`config.mk`:
```
export PLATFORM = sky130hd
export DESIGN_NAME = bfsm_top
export DESIGN_NICKNAME = d
export VERILOG_FILES = /design/src/inc/bfsm_pkg.sv /design/src/inc/bfsm_pulse_if.sv /design/src/hdl/bfsm_pulse_decode.sv /design/src/hdl/bfsm_top.sv
export VERILOG_INCLUDE_DIRS = /design/src /design/src/inc
export SDC_FILE = /design/constraint.sdc
export NUM_CORES = 1
export LEC_CHECK = 0
export BUFFER_PORTS_ARGS = -buffer_cell sky130_fd_sc_hd__buf_2
export CORE_MARGIN = 2
export CORE_UTILIZATION = 48
export CTS_BUF_LIST = sky130_fd_sc_hd__clkbuf_4 sky130_fd_sc_hd__clkbuf_8 sky130_fd_sc_hd__clkbuf_16
export DETAILED_ROUTE_END_ITERATION = 16
export GPL_TIMING_DRIVEN = 0
export PLACE_DENSITY = 0.71
export SLEW_MARGIN = 20
export SYNTH_ARGS = -nofsm -noshare
export SYNTH_HDL_FRONTEND = slang
export SYNTH_SLANG_ARGS = --single-unit
```
`constraint.sdc`:
```
create_clock -name CLK_IN -period 1.9 [get_ports CLK_IN]
set_input_delay 0.285 -clock CLK_IN [delete_from_list [all_inputs] [get_ports CLK_IN]]
set_output_delay 0.285 -clock CLK_IN [all_outputs]
set_load 0.02 [all_outputs]
```
`src/inc/bfsm_regs.svh`:
```
// timing counts, offsets, fields and reset values for the bridge fault state manager
`ifndef BFSM_REGS_SVH
`define BFSM_REGS_SVH
`define BFSM_CLK_HZ        20000000
`define BFSM_OLA_CYCLES    2'd3
// filter and deglitch times in ns and derived cycle counts at 50 ns
`define BFSM_T_OV_NS       1000
`define BFSM_T_UV_NS       1000
`define BFSM_T_POR_NS      1000
`define BFSM_T_WAKE_NS     2000
`define BFSM_COMM_READY_TIME_NS      5000
`define BFSM_T_READY_NS    10000
`define BFSM_T_RESET_NS    1000
`define BFSM_T_SLEEP_NS    20000
`define BFSM_OVERCURRENT_FILTER_TIME_NS      1000
`define BFSM_NS_TO_CYC(t)  (((t) + 49) / 50)
// apb register offsets
`define BFSM_CFG_ADDR      12'h000
`define BFSM_STAT_ADDR     12'h004
// configuration bit positions
`define BFSM_CFG_OLA_EN    0
`define BFSM_CFG_OLA_RETRY 1
`define BFSM_CFG_OV_EN     2
`define BFSM_CFG_OV_RETRY  3
`define BFSM_CFG_UV_RETRY  4
`define BFSM_CFG_OV_SEL    5
`define BFSM_CFG_PWM_MODE  6
`define BFSM_CFG_RESET     8'h1B
`endif

```
`src/inc/bfsm_pkg.sv`:
```
// types shared by the bridge fault state manager
package bfsm_pkg;
    typedef enum logic [1:0] {
        BFSM_SLEEP   = 2'b00,
        BFSM_WAKE    = 2'b01,
        BFSM_STANDBY = 2'b10,
        BFSM_ACTIVE  = 2'b11
    } bfsm_state_e;
    typedef enum logic [2:0] {
        BFSM_PULSE_NONE  = 3'b000,
        BFSM_PULSE_UNDET = 3'b001,
        BFSM_PULSE_CLR   = 3'b010,
        BFSM_PULSE_CLRSU = 3'b011,
        BFSM_PULSE_SLEEP = 3'b100
    } bfsm_pulse_e;
endpackage : bfsm_pkg

```
`src/inc/bfsm_pulse_if.sv`:
```
// sleep-pin pulse decoder results carried to the state manager
`timescale 1ns/100ps
`default_nettype none
interface bfsm_pulse_if;
    logic clear_fault;
    logic sleep_cmd;
    logic wake_cmd;
    logic pin_high;
    modport decoder (output clear_fault, output sleep_cmd, output wake_cmd, output pin_high);
    modport manager (input clear_fault, input sleep_cmd, input wake_cmd, input pin_high);
endinterface : bfsm_pulse_if
`default_nettype wire

```
`src/hdl/bfsm_pulse_decode.sv`:
```
// decodes sleep-pin low and high pulse widths into commands
`timescale 1ns/100ps
`default_nettype none
`include "bfsm_regs.svh"
module bfsm_pulse_decode (
    input  wire logic          clk_in,
    input  wire logic          rst_in,
    input  wire logic          sleep_n_in,
    bfsm_pulse_if.decoder      pulse
);
    localparam int RST_MIN = `BFSM_NS_TO_CYC(`BFSM_T_RESET_NS);
    localparam int SLP_MIN = `BFSM_NS_TO_CYC(`BFSM_T_SLEEP_NS);
    localparam int WAKE_C  = `BFSM_NS_TO_CYC(`BFSM_T_WAKE_NS);
    localparam logic [15:0] RST_C  = RST_MIN[15:0];
    localparam logic [15:0] SLP_C  = SLP_MIN[15:0];
    localparam logic [15:0] WAK_C  = WAKE_C[15:0];

    typedef struct packed {
        logic [15:0] low_cnt;
        logic [15:0] high_cnt;
        logic        prev;
        logic        slept;
        logic        clr;
        logic        slp;
        logic        wake;
    } bfsm_dec_s;

    bfsm_dec_s st;
    bfsm_dec_s next_st;

    // width counting: a release ends a low pulse and classifies it
    always_comb begin
        next_st      = st;
        next_st.prev = sleep_n_in;
        next_st.clr  = 1'b0;
        next_st.wake = 1'b0;
        if (!sleep_n_in) begin
            next_st.high_cnt = 16'h0000;
            if (st.low_cnt != 16'hFFFF) next_st.low_cnt = st.low_cnt + 16'h0001;
            // long low asserts sleep while still held
            if (st.low_cnt >= SLP_C && !st.slept) begin
                next_st.slp   = 1'b1;
                next_st.slept = 1'b1;
            end else begin
                next_st.slp = 1'b0;
            end
        end else begin
            next_st.slp     = 1'b0;
            next_st.low_cnt = 16'h0000;
            // short pulses ignored, longer ones clear
            if (!st.prev && st.low_cnt >= RST_C) next_st.clr = 1'b1;
            next_st.slept = 1'b0;
            if (st.high_cnt != 16'hFFFF) next_st.high_cnt = st.high_cnt + 16'h0001;
            next_st.wake = (st.high_cnt == WAK_C); // held high past wake time
        end
    end

    always_ff @(posedge clk_in) begin
        if (rst_in) begin
            st      <= '0;
            st.prev <= 1'b1;
        end else begin
            st <= next_st;
        end
    end

    assign pulse.clear_fault = st.clr;
    assign pulse.sleep_cmd   = st.slp;
    assign pulse.wake_cmd    = st.wake;
    assign pulse.pin_high    = st.prev;
endmodule : bfsm_pulse_decode
`default_nettype wire

```
`src/hdl/bfsm_top.sv`:
```
// fault supervision and functional state control for a motor bridge driver
`timescale 1ns/100ps
`default_nettype none
`include "bfsm_regs.svh"
module bfsm_top (
    input  wire logic        CLK_IN,
    input  wire logic        RST_IN,
    input  wire logic        SLEEP_IN_N_IN,
    input  wire logic        DRIVER_OFF_IN,
    input  wire logic        BRIDGE_INPUT_A_IN,
    input  wire logic        BRIDGE_INPUT_B_IN,
    input  wire logic        SUPPLY_OV_CMP_IN,
    input  wire logic        SUPPLY_OV_ALT_CMP_IN,
    input  wire logic        SUPPLY_UV_CMP_IN,
    input  wire logic        LOGIC_POR_CMP_IN,
    input  wire logic        THERMAL_SHUTDOWN_IN,
    input  wire logic        OVERCURRENT_RAW_IN,
    input  wire logic        CURRENT_LIMIT_CHOP_IN,
    input  wire logic        RECIRC_EDGE_IN,
    input  wire logic        RECIRC_HIGH_SIDE_IN,
    input  wire logic        SPIKE_SEEN_IN,
    input  wire logic        PSEL_IN,
    input  wire logic        PENABLE_IN,
    input  wire logic        PWRITE_IN,
    input  wire logic [11:0] PADDR_IN,
    input  wire logic [31:0] PWDATA_IN,
    output logic      [31:0] PRDATA_OUT,
    output logic             PREADY_OUT,
    output logic             PSLVERR_OUT,
    output logic             FAULT_OUT_N_OUT,
    output logic             FAULT_OUT_N_OE_OUT,
    output logic             BRIDGE_OUTPUT_A_OUT,
    output logic             BRIDGE_OUTPUT_B_OUT,
    output logic             BRIDGE_OUTPUT_OE_OUT,
    output logic             CURRENT_PROP_OE_OUT,
    output logic             OFFSTATE_DIAG_EN_OUT,
    output logic [1:0]       STATE_OUT
);
    // filter lengths as cycle counts
    localparam int OV_I   = `BFSM_NS_TO_CYC(`BFSM_T_OV_NS);
    localparam int UV_I   = `BFSM_NS_TO_CYC(`BFSM_T_UV_NS);
    localparam int POR_I  = `BFSM_NS_TO_CYC(`BFSM_T_POR_NS);
    localparam int COM_I  = `BFSM_NS_TO_CYC(`BFSM_COMM_READY_TIME_NS);
    localparam int RDY_I  = `BFSM_NS_TO_CYC(`BFSM_T_READY_NS);
    localparam int OCP_I  = `BFSM_NS_TO_CYC(`BFSM_OVERCURRENT_FILTER_TIME_NS);
    localparam logic [15:0] OV_C  = OV_I[15:0];
    localparam logic [15:0] UV_C  = UV_I[15:0];
    localparam logic [15:0] POR_C = POR_I[15:0];
    localparam logic [15:0] COM_C = COM_I[15:0];
    localparam logic [15:0] RDY_C = RDY_I[15:0];
    localparam logic [15:0] OCP_C = OCP_I[15:0];

    typedef struct packed {
        bfsm_pkg::bfsm_state_e state;
        logic [7:0]  cfg;
        logic [15:0] ov_cnt;
        logic [15:0] uv_cnt;
        logic [15:0] por_cnt;
        logic [15:0] ocp_cnt;
        logic [15:0] wake_cnt;
        logic        comm_ok;
        logic        ready;
        logic        ov_flag;
        logic        uv_flag;
        logic        ocp_flag;
        logic        ola_flag;
        logic        ola_dir;
        logic [1:0]  ola_miss;
        logic [1:0]  ola_hit;
        logic        sw_clear;
        logic [31:0] prdata;
        logic        pready;
        logic        pslverr;
        logic        fault_low;
        logic        out_a;
        logic        out_b;
        logic        out_oe;
        logic        iprop_oe;
        logic        diag_en;
    } bfsm_top_s;

    bfsm_top_s r;
    bfsm_top_s n;

    bfsm_pulse_if pulse ();

    bfsm_pulse_decode u_decode (
        .clk_in     (CLK_IN),
        .rst_in     (RST_IN),
        .sleep_n_in (SLEEP_IN_N_IN),
        .pulse      (pulse.decoder)
    );

    logic ov_cmp;
    logic ov_filt;
    logic uv_filt;
    logic por_filt;
    logic clear_req;
    logic dir_now;
    logic ocp_pending;

    ////////////////////////////////////////////////////////////////////////////
    // next state
    always_comb begin
        n          = r;
        n.pready   = 1'b0;
        n.pslverr  = 1'b0;
        n.sw_clear = 1'b0;
        // threshold select picks the alternate comparator
        ov_cmp   = r.cfg[`BFSM_CFG_OV_SEL] ? SUPPLY_OV_ALT_CMP_IN : SUPPLY_OV_CMP_IN;
        ov_cmp   = ov_cmp & r.cfg[`BFSM_CFG_OV_EN];
        ov_filt  = (r.ov_cnt >= OV_C);
        uv_filt  = (r.uv_cnt >= UV_C);
        por_filt = LOGIC_POR_CMP_IN && (r.por_cnt >= POR_C);
        clear_req = pulse.clear_fault | r.sw_clear;
        dir_now   = BRIDGE_INPUT_B_IN;
        ocp_pending = OVERCURRENT_RAW_IN && (r.ocp_cnt < OCP_C);

        // apb slave, one wait state per access phase
        if (PSEL_IN && PENABLE_IN && !r.pready) begin
            n.pready = 1'b1;
            if (PADDR_IN == `BFSM_CFG_ADDR) begin
                if (PWRITE_IN) n.cfg = PWDATA_IN[7:0];
                n.prdata = {24'h000000, r.cfg};
            end else if (PADDR_IN == `BFSM_STAT_ADDR) begin
                if (PWRITE_IN && PWDATA_IN[31]) n.sw_clear = 1'b1; // acknowledge or clear
                n.prdata = {22'h000000, r.ola_dir, r.ocp_flag, r.ola_flag, r.uv_flag, r.ov_flag,
                            r.ready, r.comm_ok, r.fault_low, r.state};
            end else begin
                n.prdata  = 32'h00000000;
                n.pslverr = 1'b1;
            end
        end

        // supply and overcurrent filters
        n.ov_cnt  = ov_cmp ? ((r.ov_cnt == 16'hFFFF) ? r.ov_cnt : r.ov_cnt + 16'h0001) : 16'h0000;
        n.uv_cnt  = SUPPLY_UV_CMP_IN ? ((r.uv_cnt == 16'hFFFF) ? r.uv_cnt : r.uv_cnt + 16'h0001) : 16'h0000;
        n.por_cnt = LOGIC_POR_CMP_IN ? ((r.por_cnt == 16'hFFFF) ? r.por_cnt : r.por_cnt + 16'h0001) : 16'h0000;
        n.ocp_cnt = OVERCURRENT_RAW_IN ? ((r.ocp_cnt == 16'hFFFF) ? r.ocp_cnt : r.ocp_cnt + 16'h0001)
                                       : 16'h0000;

        // flags in standby and active
        if (r.state == bfsm_pkg::BFSM_STANDBY || r.state == bfsm_pkg::BFSM_ACTIVE) begin
            // over-voltage: latched needs clear, retry follows supply
            if (ov_filt) n.ov_flag = 1'b1;
            else if (r.cfg[`BFSM_CFG_OV_RETRY] || clear_req) n.ov_flag = 1'b0;
            // under-voltage: latched needs clear, retry follows supply
            if (uv_filt) n.uv_flag = 1'b1;
            else if (r.cfg[`BFSM_CFG_UV_RETRY] || clear_req) n.uv_flag = 1'b0;
            if (!ocp_pending && OVERCURRENT_RAW_IN) n.ocp_flag = 1'b1;
            else if (clear_req) n.ocp_flag = 1'b0;
        end

        // on-state open load, high-side recirculation only
        if (r.state == bfsm_pkg::BFSM_ACTIVE && r.cfg[`BFSM_CFG_OLA_EN] && RECIRC_EDGE_IN
            && RECIRC_HIGH_SIDE_IN) begin
            if (SPIKE_SEEN_IN) begin
                n.ola_miss = 2'd0;
                if (r.ola_hit != `BFSM_OLA_CYCLES) n.ola_hit = r.ola_hit + 2'd1;
                // retry clears after three good cycles
                if (r.ola_hit == `BFSM_OLA_CYCLES - 2'd1 && r.cfg[`BFSM_CFG_OLA_RETRY]) n.ola_flag = 1'b0;
            end else begin
                n.ola_hit = 2'd0;
                if (r.ola_miss != `BFSM_OLA_CYCLES) n.ola_miss = r.ola_miss + 2'd1;
                if (r.ola_miss == `BFSM_OLA_CYCLES - 2'd1) begin
                    n.ola_flag = 1'b1;
                    n.ola_dir  = dir_now;
                end
            end
        end else if (clear_req && r.ola_flag && dir_now == r.ola_dir && !n.ola_flag) begin
            n.ola_flag = 1'b1;
        end
        // clear only in the detection direction; a new detection wins
        if (clear_req && r.ola_flag && dir_now == r.ola_dir
            && !(RECIRC_EDGE_IN && RECIRC_HIGH_SIDE_IN && !SPIKE_SEEN_IN)) begin
            n.ola_flag = 1'b0;
        end
        if (!r.cfg[`BFSM_CFG_OLA_EN]) begin
            n.ola_flag = 1'b0;
            n.ola_miss = 2'd0;
        end

        // functional states
        case (r.state)
            bfsm_pkg::BFSM_SLEEP: begin
                n.wake_cnt = 16'h0000;
                n.comm_ok  = 1'b0;
                n.ready    = 1'b0;
                if (pulse.wake_cmd && !por_filt) n.state = bfsm_pkg::BFSM_WAKE;
            end
            bfsm_pkg::BFSM_WAKE: begin
                if (r.wake_cnt != 16'hFFFF) n.wake_cnt = r.wake_cnt + 16'h0001;
                if (r.wake_cnt >= COM_C) n.comm_ok = 1'b1; // fault low once able to talk
                if (r.wake_cnt >= COM_C + RDY_C) n.ready = 1'b1;
                if (r.ready && clear_req) n.state = bfsm_pkg::BFSM_STANDBY; // acknowledge
            end
            bfsm_pkg::BFSM_STANDBY: begin
                // active only from here
                if (DRIVER_OFF_IN == 1'b0 && !(r.cfg[`BFSM_CFG_PWM_MODE] && BRIDGE_INPUT_A_IN
                    && BRIDGE_INPUT_B_IN)) begin
                    n.state = bfsm_pkg::BFSM_ACTIVE;
                end
            end
            bfsm_pkg::BFSM_ACTIVE: begin
                if (DRIVER_OFF_IN || (r.cfg[`BFSM_CFG_PWM_MODE] && BRIDGE_INPUT_A_IN && BRIDGE_INPUT_B_IN))
                    n.state = bfsm_pkg::BFSM_STANDBY;
            end
            default: n.state = bfsm_pkg::BFSM_SLEEP;
        endcase
        // sleep command or supply reset overrides
        if (por_filt) begin
            n.state    = bfsm_pkg::BFSM_SLEEP;
            n.ov_flag  = 1'b0;
            n.uv_flag  = 1'b0;
            n.ocp_flag = 1'b0;
            n.ola_flag = 1'b0;
        end else if (r.state == bfsm_pkg::BFSM_SLEEP && !LOGIC_POR_CMP_IN && r.por_cnt >= POR_C) begin
            n.state = bfsm_pkg::BFSM_WAKE; // reset release rewakes
        end else if (pulse.sleep_cmd && r.state != bfsm_pkg::BFSM_SLEEP) begin
            n.state = bfsm_pkg::BFSM_SLEEP;
        end

        // fault pin: low in wake after comm, or any flag in standby/active
        n.fault_low = 1'b0;
        if (n.state == bfsm_pkg::BFSM_WAKE) n.fault_low = n.comm_ok;
        else if (n.state == bfsm_pkg::BFSM_ACTIVE || n.state == bfsm_pkg::BFSM_STANDBY)
            n.fault_low = n.ov_flag | n.uv_flag | n.ola_flag | n.ocp_flag | THERMAL_SHUTDOWN_IN;

        // output priority arbitration
        n.out_a    = 1'b0;
        n.out_b    = 1'b0;
        n.out_oe   = 1'b0;
        n.iprop_oe = 1'b0;
        n.diag_en  = (n.state == bfsm_pkg::BFSM_STANDBY);
        if (n.state != bfsm_pkg::BFSM_ACTIVE || pulse.sleep_cmd || DRIVER_OFF_IN) begin
            n.out_oe = 1'b0; // priorities one and two
        end else if (THERMAL_SHUTDOWN_IN || n.ocp_flag || n.uv_flag) begin
            n.out_oe = 1'b0; // priorities three to five
        end else if (ocp_pending) begin
            n.out_oe   = r.out_oe; // hold while overcurrent qualifies
            n.out_a    = r.out_a;
            n.out_b    = r.out_b;
            n.iprop_oe = r.iprop_oe;
        end else begin
            n.out_oe   = 1'b1;
            n.iprop_oe = 1'b1;
            n.out_a    = BRIDGE_INPUT_A_IN & ~CURRENT_LIMIT_CHOP_IN; // chop above inputs
            n.out_b    = BRIDGE_INPUT_B_IN & ~CURRENT_LIMIT_CHOP_IN;
            // over-voltage and open-load flags intentionally not read here
        end
    end

    ////////////////////////////////////////////////////////////////////////////
    // state register
    always_ff @(posedge CLK_IN) begin
        if (RST_IN) begin
            r       <= '0;
            r.state <= bfsm_pkg::BFSM_SLEEP;
            r.cfg   <= `BFSM_CFG_RESET;
        end else begin
            r <= n;
        end
    end

    // outputs straight from the register, except fault data tied low
    assign PRDATA_OUT           = r.prdata;
    assign PREADY_OUT           = r.pready;
    assign PSLVERR_OUT          = r.pslverr;
    assign FAULT_OUT_N_OUT      = 1'b0;
    assign FAULT_OUT_N_OE_OUT   = r.fault_low; // open drain: enable pulls low
    assign BRIDGE_OUTPUT_A_OUT  = r.out_a;
    assign BRIDGE_OUTPUT_B_OUT  = r.out_b;
    assign BRIDGE_OUTPUT_OE_OUT = r.out_oe;
    assign CURRENT_PROP_OE_OUT  = r.iprop_oe;
    assign OFFSTATE_DIAG_EN_OUT = r.diag_en;
    assign STATE_OUT            = r.state;
endmodule : bfsm_top
`default_nettype wire

```
==> impl_metrics.xml <==
<?xml version="1.0" encoding="UTF-8"?>
<metrics>
  <group name="status">
    <metric name="run_status" unit="">complete, but fails checks</metric>
    <metric name="failing_checks" unit="">setup timing</metric>
  </group>
  <group name="power">
    <metric name="vdd_ir_drop_max" unit="mV">0.628</metric>
    <metric name="sequential_power_share" unit="%">44.5</metric>
    <metric name="static-leakage-power" unit="uW">0.00354</metric>
    <metric name="power_switching_share" unit="%">21.4</metric>
    <metric name="power.internal" unit="uW">5850</metric>
    <metric name="power.density" unit="mW/mm2">788</metric>
    <metric name="power_frac_clock" unit="%">51.4</metric>
    <metric name="netSwitchingPower" unit="uW">1600</metric>
    <metric name="p_comb_share" unit="%">4.2</metric>
  </group>
  <group name="timing">
    <metric name="rsz_0062_raised_after_global_routing" unit="">yes</metric>
    <metric name="fin_ws" unit="ns">-0.000137</metric>
    <metric name="final-max-slew-violation-count" unit="">0</metric>
    <metric name="tns" unit="ns">-0.000137</metric>
    <metric name="achievable-frequency" unit="MHz">526</metric>
    <metric name="min_period_over_period" unit="%">100</metric>
    <metric name="fin_crit" unit="ns">1.90</metric>
    <metric name="timing_worst_slew_pin_value" unit="ns">0.644</metric>
    <metric name="relative_slew_margins" unit="%">57.1</metric>
    <metric name="finalSetupViolCount" unit="">1</metric>
    <metric name="worst_clock_skew" unit="ns">0.00972</metric>
    <metric name="hold_violations" unit="">0</metric>
  </group>
  <group name="clocking">
    <metric name="number_of_buffers_created_by_cts" unit="">17</metric>
    <metric name="cts_root_buf" unit="">clkbuf_16</metric>
    <metric name="cts-root-to-sink-buffers" unit="">2</metric>
    <metric name="clk_transition_reported_paths" unit="ns">0.06</metric>
    <metric name="clock_insertion_delay_worst_skew" unit="ns">0.43</metric>
    <metric name="clock_tree_from_tritoncts" unit="">done</metric>
    <metric name="tritoncts_num_sinks" unit="">156</metric>
    <metric name="cts-htree-levels" unit="">4</metric>
  </group>
  <group name="route">
    <metric name="detail_route.iter0.violations" unit="">375</metric>
    <metric name="vias_per_cell" unit="">5.46</metric>
    <metric name="route.final.wire_length" unit="um">18200</metric>
    <metric name="post-route-drc-count" unit="">0</metric>
    <metric name="avgRoutedWirePerCell" unit="um">14.2</metric>
    <metric name="drt.antenna.violating_nets" unit="">0</metric>
    <metric name="detail_route.first_pass.iterations" unit="">6</metric>
    <metric name="num_vias" unit="">6997</metric>
  </group>
  <group name="synth">
    <metric name="ys_ff_latch" unit="">156</metric>
    <metric name="fraction_of_registers_with_async_set_or_reset_after_synthesis" unit="%">0</metric>
    <metric name="synth-edff-count" unit="">0</metric>
    <metric name="synth_seq_area_share" unit="%">39.6</metric>
    <metric name="synth.mux.area_fraction" unit="%">1.79</metric>
    <metric name="cell_types_occupying_the_most_area_after_synthesis" unit="">dfxtp_1 40%, nor2_1 6.1%, xor2_1 5.0%, buf_4 3.5%, nor3_1 3.2%</metric>
    <metric name="synth_compound_area_share" unit="%">14.2</metric>
    <metric name="synthXorXnorAreaFrac" unit="%">6.66</metric>
    <metric name="synthSimpleGateAreaFrac" unit="%">28.6</metric>
    <metric name="yosys.cell_types.count" unit="">68</metric>
    <metric name="synthDominantCellAreaShare" unit="%">39.6</metric>
    <metric name="synthesis.area" unit="mm2">0.00789</metric>
    <metric name="synthCells" unit="">944</metric>
    <metric name="synthFlopType" unit="">dfxtp_1</metric>
    <metric name="synth_top_area_cell" unit="">dfxtp_1</metric>
    <metric name="synthesis.area_per_instance" unit="um2">8.36</metric>
    <metric name="yosys_warnings" unit="">0</metric>
    <metric name="post_synth_fa_ha_maj_area_fraction" unit="%">2.69</metric>
    <metric name="main_combinational_cell_family_by_area_after_synthesis" unit="">simple AND/OR/NAND/NOR gates</metric>
  </group>
  <group name="setup_path">
    <metric name="critical_path_peak_fanout" unit="">7</metric>
    <metric name="critPathKind" unit="">flip-flop to flip-flop</metric>
    <metric name="cp_data_arrival_time" unit="ns">2.26</metric>
    <metric name="endpoint_type_of_the_worst_setup_path" unit="">flip-flop</metric>
    <metric name="setup.worst_path.start_class" unit="">flip-flop</metric>
    <metric name="worst_ep_required_time" unit="ns">2.26</metric>
  </group>
  <group name="die">
    <metric name="ioPinCount" unit="">106</metric>
    <metric name="std_cell_rows" unit="">46</metric>
    <metric name="core_area" unit="mm2">0.0160</metric>
    <metric name="die_area" unit="mm2">0.0175</metric>
    <metric name="initial_core_util" unit="%">49.3</metric>
    <metric name="die_h" unit="um">132</metric>
    <metric name="floorplan.die.width" unit="um">132</metric>
  </group>
  <group name="placement">
    <metric name="placement.io_buffers" unit="">58</metric>
    <metric name="post_place_worst_slack" unit="ns">-0.298</metric>
    <metric name="hpwl_dp" unit="um">12600</metric>
    <metric name="placed_area" unit="mm2">0.00854</metric>
    <metric name="finalWeightedCongestion" unit="">0.844</metric>
  </group>
  <group name="global_routing">
    <metric name="global_route.overflow_total" unit="">0</metric>
    <metric name="largest_net_degree_at_the_start_of_global_routing" unit="">17</metric>
    <metric name="groute.usage.overall" unit="%">20.5</metric>
    <metric name="grt_antenna_before_repair" unit="">0</metric>
    <metric name="grt_first_pass_wirelength" unit="um">30000</metric>
    <metric name="first_global_vias" unit="">6334</metric>
  </group>
  <group name="layout">
    <metric name="layout.cell_area.non_filler" unit="mm2">0.00945</metric>
    <metric name="antenna_cells_inserted" unit="">0</metric>
    <metric name="layout.cells.most_common" unit="">dfxtp_1</metric>
    <metric name="areaGrowthSynthToFinish" unit="%">19.7</metric>
    <metric name="drive_above_1_share" unit="%">18.8</metric>
    <metric name="mostFrequentLayoutCells" unit="">145 x dfxtp_1, 126 x nor2_1, 62 x buf_2</metric>
    <metric name="layout.nets" unit="">1132</metric>
  </group>
  <group name="worst_hold_path">
    <metric name="hold_path_class" unit="">primary input to flip-flop</metric>
  </group>
  <group name="run">
    <metric name="drv.max_cap_violation_count" unit="">0</metric>
  </group>
</metrics>
## cells in the mapped netlist (5+ instances only)
cell and count:
a31oi_1 11, or3_1 8, clkbuf_1 27, xor2_1 45, nor3_1 50, a221oi_1 8, and4_1 12, and2_1 8
buf_1 7, mux2i_1 13, and3_1 28, nor4_1 20, o211ai_1 15, a21o_1 5, nand3_1 40, nor2_1 129
inv_1 23, buf_4 37, a21oi_1 42, ha_1 17, xnor2_1 15, dfxtp_1 156, o21ai_0 31, or2_2 8
nand2_1 52, a211oi_1 6, nand4_1 27, a311oi_1 6, o2111ai_1 8, o31ai_1 5, nand2b_1 9, nor2b_1 12
## registers in the layout, indices dropped and copies added, names as in the netlist, 2 cells and up
| register | count |
|---|---|
| u_decode.st | 33 |
| STATE_OUT | 2 |
| PRDATA_OUT | 10 |
| r | 100 |
## power groups by stage
stage                     Sequential [uW]  Clock (uW)  Combinational [uW]
after floorplan                      3380           0                 214
after global placement               3380           0                 309
after detailed placement             3390           0                 311
after CTS                            3310        3890                 313
after global routing                 3310        4010                 344
final                                3310        3820                 312
## path summary, 6_finish.rpt
kind	startpoint	endpoint	slack [ns]	cells after the start
worst max-delay path	r[53]$_SDFFE_PP0P_	r[56]$_SDFFE_PP0P_	-0.0001	6
worst min-delay path	PWDATA_IN[0]	r[132]$_SDFFE_PP1P_	0.06	2
worst max register to register	r[53]$_SDFFE_PP0P_	r[56]$_SDFFE_PP0P_	-0.0001	6
worst min register to register	u_decode.pulse.pin_high$_SDFF_PP1_	u_decode.pulse.clear_fault$_SDFF_PP0_	0.39	1
## critical path, stage by stage, from the launching register on
cell	delay, ns
dfxtp_4	0.38
ha_4	0.16
nand3_4	0.11
or4_4	0.59
o32ai_4	0.40
a21oi_1	0.07
mux2i_1	0.14
## what timing repair did
item	CTS	global route
hold buffers	0	0
pin swaps	3	18
resized for setup	17	46
setup buffers	1	12
endpoints found under the setup margin	30	69
## per-stage QoR
step / hold WS (ns) / utilization (%) / total power [uW] / instances
global route: 0.0600 / 59.0 / 7670 / 1281
finish: 0.0637 / 59.0 / 7450 / 1281
detailed placement: 0.391 / 53.4 / 3700 / 1240
global placement: 0.385 / 53.4 / 3690 / 1240
CTS: 0.0503 / 57.8 / 7510 / 1272
floorplan: 0.368 / - / 3600 / 966
## metal layers
| layer | up-vias | part of all wire [%] | GRT usage [%] |
|---|---|---|---|
| li1 | 3578 | - | - |
| met1 | 3236 | 48 | 27.9 |
| met2 | 162 | 46 | 32.6 |
| met3 | 21 | 4.6 | 5.07 |
| met4 | 0 | 1.1 | 5.91 |
| met5 | - | 0 | 0 |
## cells by family (layout without fill, tap and decap cells)
kind of cell / Yosys count / in the layout
xor+xnor: 60 / 60
mux: 14 / 14
fa+ha+maj: 17 / 17
simple gates: 433 / 433
other cells: 1 / 23
flops: 156 / 156
buf+inv: 98 / 197
compound gates: 165 / 165
## cell type report
cell class,count,area [um2]
multi-input cells,712,4460
inverters,23,86.3
flip-flops and latches,156,3140
clock buffers,20,460
repair buffers,71,392
well taps,216,270
clock inverters,12,206
plain buffers,71,427
fillers,1463,6560
Power figures use the tool's default switching activity.
